$ cat src/design/dmarpf_defines.svh
`ifndef DMARPF_DEFINES_SVH
`define DMARPF_DEFINES_SVH
// Register byte offsets: channel n control at 0x00 + 0x10*n, count at 0x04 + 0x10*n.
`define DMARPF_CH_STRIDE 8'h10
`define DMARPF_CTL_OFF 8'h00
`define DMARPF_CNT_OFF 8'h04
`define DMARPF_OPR_OFF 8'h40
// Channel control fields.
`define DMARPF_DE_BIT 0
`define DMARPF_TE_BIT 1
`define DMARPF_IE_BIT 2
`define DMARPF_TS_LSB 3
`define DMARPF_TM_BIT 5
`define DMARPF_DS_BIT 6
`define DMARPF_RS_LSB 8
`define DMARPF_CTL_WMASK01 16'h0F7D
`define DMARPF_CTL_WMASK23 16'h0F3D
`define DMARPF_CTL_RST 16'h0000
// Request source codes.
`define DMARPF_RS_EXT 4'h0
`define DMARPF_RS_AUTO 4'h4
`define DMARPF_RS_PERIPH0 4'hA
// Operation register fields.
`define DMARPF_DME_BIT 0
`define DMARPF_NMI_FLAG_BIT 1
`define DMARPF_PR_LSB 8
`define DMARPF_PR_RR 2'h3
`define DMARPF_OPR_RST 16'h0000
`define DMARPF_CNT_W 24
`endif

$ cat src/design/dmarpf_pkg.sv
package dmarpf_pkg;
   typedef enum logic {ST_IDLE, ST_BUSY} dmarpf_state_e;
   // One transfer unit handed to the bus side.
   typedef struct packed {
      logic [1:0] ch;
      logic [1:0] size;
      logic last;
   } dmarpf_xfer_s;
   typedef logic [1:0] dmarpf_chan_t;
endpackage : dmarpf_pkg

$ cat src/design/dmarpf_core.sv
// Chosen here: the Wishbone slave port and the placing of the registers.
`timescale 1ns/1ps
`include "dmarpf_defines.svh"
module dmarpf_core (
   input wire logic clk_i,
   input wire logic rst_i,
   input wire logic wb_cyc_i,
   input wire logic wb_stb_i,
   input wire logic wb_we_i,
   input wire logic [7:0] wb_adr_i,
   input wire logic [3:0] wb_sel_i,
   input wire logic [31:0] wb_dat_i,
   output logic [31:0] wb_dat_o,
   output logic wb_ack_o,
   input wire logic [1:0] external_request_n_i,
   input wire logic [5:0] periph_req_i,
   input wire logic nmi_i,
   output logic xfer_valid_o,
   output dmarpf_pkg::dmarpf_xfer_s xfer_o,
   input wire logic xfer_done_i,
   output logic [5:0] periph_ack_o,
   output logic [5:0] periph_irq_o,
   output logic [3:0] transfer_end_interrupt_o
);
   logic [15:0] ctl_r [4];
   logic [15:0] ctl_nxt [4];
   logic [23:0] cnt_r [4];
   logic [23:0] cnt_nxt [4];
   logic [3:0] te_rd_r, te_rd_nxt;
   logic [15:0] opr_r, opr_nxt;
   logic nmi_rd_r, nmi_rd_nxt;
   logic ack_r, ack_nxt;
   logic [31:0] rdat_r, rdat_nxt;
   logic [1:0] ext_s1_r, ext_s2_r, ext_s3_r;
   logic [1:0] ext_pend_r, ext_pend_nxt;
   dmarpf_pkg::dmarpf_state_e st_r, st_nxt;
   dmarpf_pkg::dmarpf_xfer_s cur_r, cur_nxt;
   dmarpf_pkg::dmarpf_chan_t rr_r [4];
   dmarpf_pkg::dmarpf_chan_t rr_nxt [4];
   logic [5:0] pack_r, pack_nxt;
   logic [3:0] en, req;
   logic [5:0] used;
   logic done, acc;
   logic [1:0] pick;
   logic pick_ok;

   // Byte-lane merge of a bus write into an old register value.
   function automatic logic [31:0] merge(input logic [31:0] old, input logic [31:0] d,
                                         input logic [3:0] sel);
      logic [31:0] m;
      m = old;
      for (int b = 0; b < 4; b++) begin
         if (sel[b]) begin
            m[b*8 +: 8] = d[b*8 +: 8];
         end
      end
      return m;
   endfunction : merge

   // External pins come from another domain, so two flops before use; the
   // third stage only serves falling-edge detection.
   always_ff @(posedge clk_i) begin
      if (rst_i) begin
         ext_s1_r <= 2'h3;
         ext_s2_r <= 2'h3;
         ext_s3_r <= 2'h3;
      end else begin
         ext_s1_r <= external_request_n_i;
         ext_s2_r <= ext_s1_r;
         ext_s3_r <= ext_s2_r;
      end
   end

   // Per-channel enable and request qualification.
   generate
      for (genvar c = 0; c < 4; c++) begin : g_ch
         logic [3:0] rs;
         logic ext_ok, per_ok;
         assign rs = ctl_r[c][`DMARPF_RS_LSB +: 4];
         assign en[c] = ctl_r[c][`DMARPF_DE_BIT] & opr_r[`DMARPF_DME_BIT] &
                        ~ctl_r[c][`DMARPF_TE_BIT] & ~opr_r[`DMARPF_NMI_FLAG_BIT];
         // External only on channels 0 and 1; DS picks level or latched edge.
         if (c < 2) begin : g_ext
            assign ext_ok = (rs == `DMARPF_RS_EXT) & (ctl_r[c][`DMARPF_DS_BIT] ?
                            ext_pend_r[c] : ~ext_s2_r[c]);
         end else begin : g_noext
            assign ext_ok = 1'b0;
         end
         assign per_ok = (rs >= `DMARPF_RS_PERIPH0) &
                         periph_req_i[3'(rs - `DMARPF_RS_PERIPH0)];
         assign req[c] = en[c] & ((rs == `DMARPF_RS_AUTO) | ext_ok | per_ok);
      end
   endgenerate

   // Peripheral lines claimed by an enabled channel are kept from the CPU.
   always_comb begin
      used = 6'h00;
      for (int c = 0; c < 4; c++) begin
         if (ctl_r[c][`DMARPF_DE_BIT] && ctl_r[c][`DMARPF_RS_LSB +: 4] >= `DMARPF_RS_PERIPH0) begin
            used[3'(ctl_r[c][`DMARPF_RS_LSB +: 4] - `DMARPF_RS_PERIPH0)] = 1'b1;
         end
      end
   end
   assign periph_irq_o = periph_req_i & ~used;

   // Priority pick: fixed orders are constants, round-robin uses the live list.
   always_comb begin
      dmarpf_pkg::dmarpf_chan_t ord [4];
      ord = '{2'h0, 2'h1, 2'h2, 2'h3};
      pick = 2'h0;
      pick_ok = 1'b0;
      unique case (opr_r[`DMARPF_PR_LSB +: 2])
         2'h0: ord = '{2'h0, 2'h1, 2'h2, 2'h3};
         2'h1: ord = '{2'h0, 2'h2, 2'h3, 2'h1};
         2'h2: ord = '{2'h2, 2'h0, 2'h1, 2'h3};
         2'h3: ord = rr_r;
      endcase
      for (int i = 3; i >= 0; i--) begin
         if (req[ord[i]]) begin
            pick = ord[i];
            pick_ok = 1'b1;
         end
      end
   end

   assign done = (st_r == dmarpf_pkg::ST_BUSY) & xfer_done_i & en[cur_r.ch];
   assign acc = wb_cyc_i & wb_stb_i & ~ack_r;

   // Transfer sequencing, count, flags and registers; one unit per grant.
   // A new pick is made in IDLE after every unit, so arbitration is fresh.
   always_comb begin
      logic [31:0] w;
      logic [5:0] a;
      logic [3:0] c;
      w = 32'h0000_0000;
      a = 6'h00;
      c = 4'h0;
      st_nxt = st_r;
      cur_nxt = cur_r;
      ctl_nxt = ctl_r;
      cnt_nxt = cnt_r;
      opr_nxt = opr_r;
      te_rd_nxt = te_rd_r;
      nmi_rd_nxt = nmi_rd_r;
      rr_nxt = rr_r;
      pack_nxt = 6'h00;
      ext_pend_nxt = ext_pend_r | (ext_s3_r & ~ext_s2_r);
      ack_nxt = acc;
      rdat_nxt = 32'h0000_0000;
      // Register bus access; ack follows one cycle after the request.
      if (acc) begin
         a = wb_adr_i[5:0];
         c = wb_adr_i[7:4];
         if (wb_adr_i == `DMARPF_OPR_OFF) begin
            rdat_nxt = {16'h0000, opr_r};
            if (!wb_we_i) begin
               nmi_rd_nxt = opr_r[`DMARPF_NMI_FLAG_BIT];
            end else begin
               w = merge({16'h0000, opr_r}, wb_dat_i, wb_sel_i);
               opr_nxt[`DMARPF_DME_BIT] = w[`DMARPF_DME_BIT];
               opr_nxt[`DMARPF_PR_LSB +: 2] = w[`DMARPF_PR_LSB +: 2];
               if (nmi_rd_r && !w[`DMARPF_NMI_FLAG_BIT]) begin
                  opr_nxt[`DMARPF_NMI_FLAG_BIT] = 1'b0;
               end
            end
         end else if (c < 4'h4 && (a[3:0] == `DMARPF_CTL_OFF || a[3:0] == `DMARPF_CNT_OFF)) begin
            if (a[3:0] == `DMARPF_CTL_OFF) begin
               rdat_nxt = {16'h0000, ctl_r[c[1:0]]};
               if (!wb_we_i) begin
                  te_rd_nxt[c[1:0]] = ctl_r[c[1:0]][`DMARPF_TE_BIT];
               end else begin
                  w = merge({16'h0000, ctl_r[c[1:0]]}, wb_dat_i, wb_sel_i);
                  ctl_nxt[c[1:0]] = (w[15:0] & ((c < 4'h2) ? `DMARPF_CTL_WMASK01 :
                     `DMARPF_CTL_WMASK23)) | (ctl_r[c[1:0]] & 16'h0002);
                  if (te_rd_r[c[1:0]] && !w[`DMARPF_TE_BIT]) begin
                     ctl_nxt[c[1:0]][`DMARPF_TE_BIT] = 1'b0;
                  end
               end
            end else begin
               rdat_nxt = {8'h00, cnt_r[c[1:0]]};
               if (wb_we_i) begin
                  w = merge({8'h00, cnt_r[c[1:0]]}, wb_dat_i, wb_sel_i);
                  cnt_nxt[c[1:0]] = w[23:0];
               end
            end
         end
      end
      // NMI sets its flag whether running or halted; set beats any clear.
      if (nmi_i) begin
         opr_nxt[`DMARPF_NMI_FLAG_BIT] = 1'b1;
      end
      unique case (st_r)
         dmarpf_pkg::ST_IDLE: begin
            if (pick_ok) begin
               st_nxt = dmarpf_pkg::ST_BUSY;
               cur_nxt.ch = pick;
               cur_nxt.size = ctl_r[pick][`DMARPF_TS_LSB +: 2];
               cur_nxt.last = (cnt_r[pick] == 24'h00_0001);
               if (pick < 2'h2) begin
                  ext_pend_nxt[pick[0]] = 1'b0;
               end
            end
         end
         dmarpf_pkg::ST_BUSY: begin
            // A unit that completes at the NMI edge still counts; the abort takes
            // the next one, so the count and the bus side never disagree.
            if (done) begin
               st_nxt = dmarpf_pkg::ST_IDLE;
               cnt_nxt[cur_r.ch] = cnt_r[cur_r.ch] - 24'h00_0001;
               if (cur_r.last) begin
                  ctl_nxt[cur_r.ch][`DMARPF_TE_BIT] = 1'b1;
               end
               // Served channel leaves its slot and goes to the bottom.
               for (int i = 0; i < 4; i++) begin
                  if (rr_r[i] == cur_r.ch) begin
                     for (int j = i; j < 3; j++) begin
                        rr_nxt[j] = rr_r[j+1];
                     end
                     rr_nxt[3] = cur_r.ch;
                  end
               end
               // Withdraw the peripheral line: every unit in cycle steal, last in burst.
               if (ctl_r[cur_r.ch][`DMARPF_RS_LSB +: 4] >= `DMARPF_RS_PERIPH0 &&
                   (!ctl_r[cur_r.ch][`DMARPF_TM_BIT] || cur_r.last)) begin
                  pack_nxt[3'(ctl_r[cur_r.ch][`DMARPF_RS_LSB +: 4] - `DMARPF_RS_PERIPH0)] =
                     1'b1;
               end
            end else if (!en[cur_r.ch] || nmi_i) begin
               st_nxt = dmarpf_pkg::ST_IDLE;
            end
         end
      endcase
   end

   // State registers.
   always_ff @(posedge clk_i) begin
      if (rst_i) begin
         st_r <= dmarpf_pkg::ST_IDLE;
         cur_r <= '0;
         opr_r <= `DMARPF_OPR_RST;
         nmi_rd_r <= 1'b0;
         te_rd_r <= 4'h0;
         rr_r <= '{2'h0, 2'h1, 2'h2, 2'h3};
         pack_r <= 6'h00;
         ext_pend_r <= 2'h0;
         ack_r <= 1'b0;
         rdat_r <= 32'h0000_0000;
         for (int c = 0; c < 4; c++) begin
            ctl_r[c] <= `DMARPF_CTL_RST;
            cnt_r[c] <= 24'h00_0000;
         end
      end else begin
         st_r <= st_nxt;
         cur_r <= cur_nxt;
         opr_r <= opr_nxt;
         nmi_rd_r <= nmi_rd_nxt;
         te_rd_r <= te_rd_nxt;
         rr_r <= rr_nxt;
         pack_r <= pack_nxt;
         ext_pend_r <= ext_pend_nxt;
         ack_r <= ack_nxt;
         rdat_r <= rdat_nxt;
         ctl_r <= ctl_nxt;
         cnt_r <= cnt_nxt;
      end
   end

   // Outputs; the unit is offered only while its channel is still enabled.
   assign wb_ack_o = ack_r;
   assign wb_dat_o = rdat_r;
   assign xfer_valid_o = (st_r == dmarpf_pkg::ST_BUSY) & en[cur_r.ch];
   assign xfer_o = cur_r;
   assign periph_ack_o = pack_r;
   generate
      for (genvar c = 0; c < 4; c++) begin : g_irq
         assign transfer_end_interrupt_o[c] = ctl_r[c][`DMARPF_TE_BIT] &
                                              ctl_r[c][`DMARPF_IE_BIT];
      end
   endgenerate
endmodule : dmarpf_core

$ cat config.mk
export PLATFORM = sky130hd
export DESIGN_NAME = dmarpf_core
export DESIGN_NICKNAME = d
export VERILOG_FILES = /design/src/design/dmarpf_pkg.sv /design/src/design/dmarpf_core.sv
export VERILOG_INCLUDE_DIRS = /design/src /design/src/design
export SDC_FILE = /design/constraint.sdc
export NUM_CORES = 1
export LEC_CHECK = 0
export BUFFER_PORTS_ARGS = -buffer_cell sky130_fd_sc_hd__buf_2
export CAP_MARGIN = 5
export CORE_ASPECT_RATIO = 1.4
export CORE_MARGIN = 2
export CORE_UTILIZATION = 55
export DETAILED_ROUTE_END_ITERATION = 8
export PLACE_DENSITY_LB_ADDON = 0.25
export SETUP_SLACK_MARGIN = 0.05
export SYNTH_ARGS = -nofsm -noshare
export SYNTH_HDL_FRONTEND = slang
export SYNTH_SLANG_ARGS = --single-unit
$ cat constraint.sdc
create_clock -name clk_i -period 7.35 [get_ports clk_i]
set_clock_uncertainty 0.15 [all_clocks]
set_input_delay 1.1025 -clock clk_i [delete_from_list [all_inputs] [get_ports clk_i]]
set_output_delay 1.1025 -clock clk_i [all_outputs]
set_load 0.01 [all_outputs]
==> metrics.yaml, run 1 <==
run_status:
  status: "finished clean"
grt:
  grtUsageMet3_pct: 4.09
  grt_use_total_pct: 32.0
  top_usage_layer: "met2"
  antenna_found_initial: 0
  grt_pass1_vias: 10710
  grt_use_met2_pct: 54.5
  grt_max_degree: 107
  grt_pass1_wl_um: 58000
  grt_overflow: 0
  use_met1_pct: 37.8
drt:
  routedWlPerCell_um: 21.8
  viasPerCell: 6.51
  vias: 11134
  drc: 0
  firstDrtPassIters: 7
  routed_wl_um: 37300
  drt_iter0_drc: 1057
  postRouteAntennaNets: 0
finish:
  fin_area_um2: 13300
  fin_nets: 1505
  drive_above_1_share_pct: 17.7
  fin_util_pct: 61.4
  nFillCells: 1894
  diodes: 0
  syn2layout_area_growth_pct: 10.5
synth:
  synth_cell_type_count: 79
  synth_seq_cells: 202
  ys_async_sr_fraction_pct: 0
  yosys_warnings: 0
  yosys.area.top_type: "dfxtp_1"
  synth_flop_cell: "dfxtp_1"
  yosys.cell_count.top_type: "nand2_1"
  yosys-top-cells-count: "nand2_1 (211), dfxtp_1 (202), nor2_1 (183)"
  avgSynthCellArea_um2: 8.55
  netlist_area_um2: 12000
  synthDominantCellAreaShare_pct: 33.7
  ys_top_cells_by_area: "dfxtp_1 (34%), mux4_2 (12%), nand2_1 (6.6%)"
  ys_seq_area_share_pct: 33.7
  synth-edff-count: 0
  syn-instance-count: 1404
sta:
  slew_headroom_pct: 18.5
  finalCriticalPeriod_ps: 3970
  setup_violations: 0
  fmax_mhz: 252
  tns_ps: 0
  drv_slew: 0
  finalHoldViolCount: 0
  tightest_slew_ps: 1220
  fin_crit_sh_pct: 54.1
  rsz0062_at_grt: "false"
placed_design:
  portBuffers: 96
  placed_area_um2: 12500
  hpwl_um: 25000
  gp_congestion: 0.974
worst_setup_path:
  r2r_end: "cnt_r[5]"
  end_kind: "flip-flop"
  path_class: "flip-flop to flip-flop"
  rr_startpoint: "xfer_o[3]"
  reg2reg_depth: 8
  crit_arrival_ps: 4170
  cp-start-kind: "flip-flop"
  r2r_slack_ps: 3380
  cp_data_required_time_ps: 7550
  path_max_fanout: 30
cts:
  holdBufCountCts: 0
  cts_buffers: 22
  cts_buffer_depth: 3
  cts_tree: "built"
  clkSinkCount: 202
  clk_pin_slew_ps: 60
  postCtsResizedCells: 0
  cts_htree_levels: 1
  insertion_delay_ps: 510
  cts_root_buf: "clkbuf_16"
  postCtsSetupRepairBufs: 0
power_and_ir_drop:
  p_switching_uw: 528
  seq_power_share_pct: 45.8
  pwr-share-comb_pct: 4.8
  switching_share_pct: 22.0
  leakage_uw: 0.00473
  irDropWorstVdd_mv: 0.174
  internal_power_uw: 1870
  power.density_nw_per_um2: 181
  clock_power_share_pct: 49.4
floorplan:
  design.die.area_um2: 23100
  core_area_um2: 21600
  die_y_um: 179
  initial_utilization_pct: 55.5
  rows: 64
  ioPinCount: 114
  die_x_um: 129
min_path:
  min_path_cells: 1
  hold_start: "ext_s1_r[1]"
  hold_end: "ext_s2_r[1]"
  hold_path.class: "flip-flop to flip-flop"
flow_run:
  drv_cap: 0
-- worst max-delay path by stage --
stage                end        start  cells after the start
2_1_floorplan  cnt_r[10]  wb_adr_i[4]                      9
3_3_place_gp    cnt_r[1]  wb_adr_i[3]                      8
3_5_place_dp   cnt_r[90]  wb_adr_i[3]                      9
4_1_cts         cnt_r[5]    xfer_o[3]                      8
5_1_grt        cnt_r[12]    xfer_o[3]                      8
6_report        cnt_r[5]    xfer_o[3]                      8
-- layout by cell type, fill, tap and decap left out, types with 4 or more instances in the layout --
master | synthesis | layout
ha_1 | 13 | 13
buf_2 | 13 | 95
nand3_1 | 12 | 12
nor2b_1 | 4 | 4
a211oi_1 | 56 | 56
mux4_2 | 65 | 65
nand2_1 | 211 | 211
mux2i_1 | 59 | 59
xor2_1 | 17 | 17
a22oi_1 | 9 | 9
o31ai_1 | 6 | 6
clkbuf_16 | 0 | 23
nor2_1 | 183 | 179
o211ai_1 | 69 | 69
buf_4 | 11 | 18
nor4_1 | 22 | 21
and2_1 | 19 | 19
inv_1 | 31 | 31
nor2_4 | 1 | 5
nand3b_1 | 11 | 11
or2_2 | 10 | 10
bufinv_16 | 0 | 4
a211o_1 | 5 | 5
nor3_1 | 15 | 15
conb_1 | 1 | 8
o21ai_0 | 12 | 12
and3_1 | 4 | 4
nor4b_1 | 5 | 5
nand4_1 | 5 | 5
nand2b_1 | 10 | 10
or3_1 | 6 | 6
dfxtp_1 | 202 | 200
a221oi_1 | 7 | 7
o21a_1 | 4 | 4
a21oi_1 | 141 | 141
nor3b_1 | 9 | 9
xnor2_2 | 6 | 6
o22ai_1 | 4 | 4
-- area by class of cell --
type | count | area (um^2) | area share [%]
Tap cell | 264 | 330 | 2.49
Timing Repair Buffer | 113 | 611 | 4.60
Multi-Input combinational cell | 1063 | 7410 | 55.8
Clock buffer | 29 | 628 | 4.73
Inverter | 31 | 116 | 0.877
Sequential cell | 202 | 4050 | 30.5
Clock inverter | 7 | 135 | 1.02
-- power groups by stage --
stage                     sequential, uW  combinational, uW  clock [uW]
final                               1100                114        1190
after detailed placement            1120                112           0
after global placement              1120                112           0
after floorplan                     1120               74.2           0
after global routing                1100                121        1240
after CTS                           1100                112        1200
-- flip-flops by register name (all words and copies together) (netlist names) --
name,count
ctl_r,44
ext_s2_r,2
rr_r,8
ext_s3_r,2
opr_r,4
cnt_r,96
wb_ack_o,1
st_r,1
xfer_o,5
te_rd_r,4
ext_pend_r,2
wb_dat_o,24
nmi_rd_r,1
ext_s1_r,2
periph_ack_o,6
-- kinds of logic after synthesis --
| logic type | Yosys count | share of synthesized area [%] |
|---|---|---|
| XOR/XNOR | 26 | 2.27 |
| adder cells (fa/ha/maj) | 13 | 1.35 |
| AO/OA/AOI/OAI | 346 | 19.1 |
| other | 1 | 0.0312 |
| multiplexers | 125 | 17.2 |
| AND/OR/NAND/NOR | 545 | 21.2 |
| flip-flops | 202 | 33.7 |
| buffers and inverters | 146 | 5.24 |
-- metal layers --
layer  wire length, um  vias up
met2             17900      545
met1             14100     5280
met4              2590        0
met3              2690      161
met5                 0        -
li1                  -     5148
-- worst max-delay path, stage by stage, from the launching register on --
cell,delay (ps)
dfxtp_2,750
buf_4,580
mux2i_1,160
nand2_1,100
o211a_1,220
and2_1,410
nand3_1,890
o211ai_1,420
a21oi_1,120
-- through the flow --
stage                     setup WS (ps)  std cells  hold slack [ps]  total power, uW
final                              3380       1709              264             2400
after global routing               3180       1709              285             2460
after CTS                          3410       1709              261             2410
after detailed placement           3270       1673              243             1240
after global placement             3320       1673              245             1240
after floorplan                    4000       1411              239             1200
(Power assumes the default switching activity.)
==> run 2: changes to the inputs <==
==> constraint.sdc (replaced) <==
create_clock -name clk_i -period 4 [get_ports clk_i]
set_clock_uncertainty 0.15 [all_clocks]
set_input_delay 0.6 -clock clk_i [delete_from_list [all_inputs] [get_ports clk_i]]
set_output_delay 0.6 -clock clk_i [all_outputs]
set_load 0.01 [all_outputs]
==> run 2 against run 1 <==
  * Non-clock buffer count increased by 22
  * Maximum frequency increased by 10%
  * Global-route usage increased by 0.90 points
  * Total power increased by 68%
  * Combinational power increased by 88%
  * Final area increased by 0.15%
  * Sequential power increased by 84%
  * Highest routed layer unchanged
==> metrics.yaml, run 2 (synthesis results as in run 1) <==
run_status:
  status: "finished clean"
worst_setup_path:
  path_class: "flip-flop to flip-flop"
  path_max_fanout: 10  # -67%
  worst_path_max_delay_cell: "mux4_2"
  cp-start-kind: "flip-flop"
  end_kind: "flip-flop"
  cp_data_required_time_ps: 4200  # -3350 ps
  reg2reg_depth: 12  # +4
  crit_arrival_ps: 3810  # -360 ps
  rr_startpoint: "xfer_o[4]"
  cp_cell_sequence: "mux4_2 > inv_1 > ha_1 > inv_1 > nor4_2 > nand2_2 > nor4_4 > and2_1 > nand2b_1 > xnor2_2 > a21oi_1 > nor2_1"
  cp_slowest_stage_delay_ps: 560  # -330 ps
  cp_common_cell: "inv_1"
  r2r_slack_ps: 390  # -2990 ps
  r2r_end: "cnt_r[18]"
sta:
  slew_headroom_pct: 37.1  # +19 points
  finalCriticalPeriod_ps: 3610  # -363 ps
  drv_slew: 0  # unchanged
  finalHoldViolCount: 0  # unchanged
  tns_ps: 0  # unchanged
  fmax_mhz: 277  # +10%
  fin_crit_sh_pct: 90.3  # +36 points
  rsz0062_at_grt: "false"
  tightest_slew_ps: 943  # -277 ps
  setup_violations: 0  # unchanged
drt:
  drt_iter0_drc: 1321  # +25%
  vias: 11374  # +2.2%
  postRouteAntennaNets: 0  # unchanged
  viasPerCell: 6.58  # +1.0%
  routedWlPerCell_um: 22.0  # +0.88%
  firstDrtPassIters: 5  # -2
  drc: 0  # unchanged
  routed_wl_um: 38100  # +2.0%
cts:
  insertion_delay_ps: 500  # about the same
  postCtsSetupRepairBufs: 0  # unchanged
  cts_tree: "built"
  clk_pin_slew_ps: 60  # about the same
  clkSinkCount: 202  # unchanged
  cts_root_buf: "clkbuf_16"
  cts_buffer_depth: 3  # unchanged
  cts_buffers: 21  # -4.5%
  holdBufCountCts: 0  # unchanged
  cts_htree_levels: 1  # unchanged
  postCtsResizedCells: 0  # unchanged
floorplan:
  initial_utilization_pct: 55.5  # unchanged
  ioPinCount: 114  # unchanged
  core_area_um2: 21600  # unchanged
  die_x_um: 129  # unchanged
  die_y_um: 179  # unchanged
  design.die.area_um2: 23100  # unchanged
  rows: 64  # unchanged
grt:
  grt_overflow: 0  # unchanged
  grt_pass1_vias: 10822  # +1.0%
  grt_max_degree: 73  # -32%
  antenna_found_initial: 0  # unchanged
  grt_use_total_pct: 32.9  # +0.90 points
  grt_pass1_wl_um: 59300  # +2.4%
placed_design:
  hpwl_um: 26200  # +4.6%
  placed_area_um2: 12700  # +1.4%
  portBuffers: 96  # unchanged
  gp_congestion: 0.968  # -0.65%
finish:
  top_register: "cnt_r"
  fin_nets: 1526  # +1.4%
  final_common_cell: "nand2_1"
  drive_above_1_share_pct: 18.6  # +0.93 points
  diodes: 0  # unchanged
  syn2layout_area_growth_pct: 10.7
  largest_reg_flops: 96  # unchanged
  most-common-layout-cells: "nand2_1 (211), dfxtp_1 (200), nor2_1 (179)"
  fin_area_um2: 13300  # +0.15%
power_and_ir_drop:
  irDropWorstVdd_mv: 0.318  # +83%
  p_total_uw: 4040  # +68%
  power.density_nw_per_um2: 304  # +68%
  leakage_uw: 0.00477  # +0.83%
min_path:
  min_path_cells: 2  # +1
  hold_path.class: "primary input to flip-flop"
  hold_start: "external_request_n_i[0]"
  hold_end: "ext_s1_r[0]"
flow_run:
  drv_cap: 0  # unchanged
[run 2: changes by cell type in the layout (fill, tap and decap cells not counted)]
cell / before / now
buf_4: 18 / 39
bufinv_16: 4 / 0
clkbuf_1: 3 / 5
clkbuf_16: 23 / 21
buf_12: 0 / 1
clkinv_2: 3 / 4
[run 2: worst max-delay path by stage]
stage	from	end
after global placement	xfer_o[4]	cnt_r[20]
after CTS	xfer_o[4]	cnt_r[18]
after global routing	xfer_o[4]	cnt_r[68]
final	xfer_o[4]	cnt_r[18]
after floorplan	xfer_o[3]	cnt_r[90]
after detailed placement	xfer_o[4]	cnt_r[18]
[run 2: layout make-up]
cell class / count / area, um^2
Fill cell: 1896 / 8330
Multi-Input combinational cell: 1063 / 7410
Sequential cell: 202 / 4050
Timing Repair Buffer: 135 / 788
Clock buffer: 29 / 586
Tap cell: 264 / 330
Inverter: 31 / 116
Clock inverter: 4 / 20.0
[run 2: where the power goes]
group | internal, uW | switching (uW) | total [uW]
clock network | 1010 | 791 | 1800
registers | 2020 | 4.70 | 2020
logic | 72.2 | 142 | 214
total | 3100 | 938 | 4040
[run 2: critical path: cells and delay by family (launching register included)]
kind | cells | cell delay (ps)
AND/OR/NAND/NOR | 6 | 1420
XOR/XNOR | 1 | 170
adder cells (fa/ha/maj) | 1 | 210
multiplexers | 1 | 560
AO/OA/AOI/OAI | 1 | 170
buffers and inverters | 2 | 280
flip-flops | 1 | 500
[run 2: layer usage]
layer | wire length, um | vias up | global-route usage (%)
met1 | 14000 | 5385 | 38.7
li1 | - | 5171 | -
met3 | 2950 | 177 | 5.04
met5 | 0 | - | 0
met2 | 18300 | 641 | 55.2
met4 | 2800 | 0 | 22.5
[run 2: stage by stage]
| stage | std cells | hold WS [ps] | setup slack [ps] | util, % |
|---|---|---|---|---|
| detailed placement | 1695 | 247 | 413 | 58.7 |
| global placement | 1695 | 242 | 507 | 58.7 |
| finish | 1728 | 146 | 390 | 61.5 |
| global route | 1728 | 135 | 139 | 61.5 |
| CTS | 1728 | 135 | 395 | 61.5 |
| floorplan | 1411 | 239 | 844 | - |
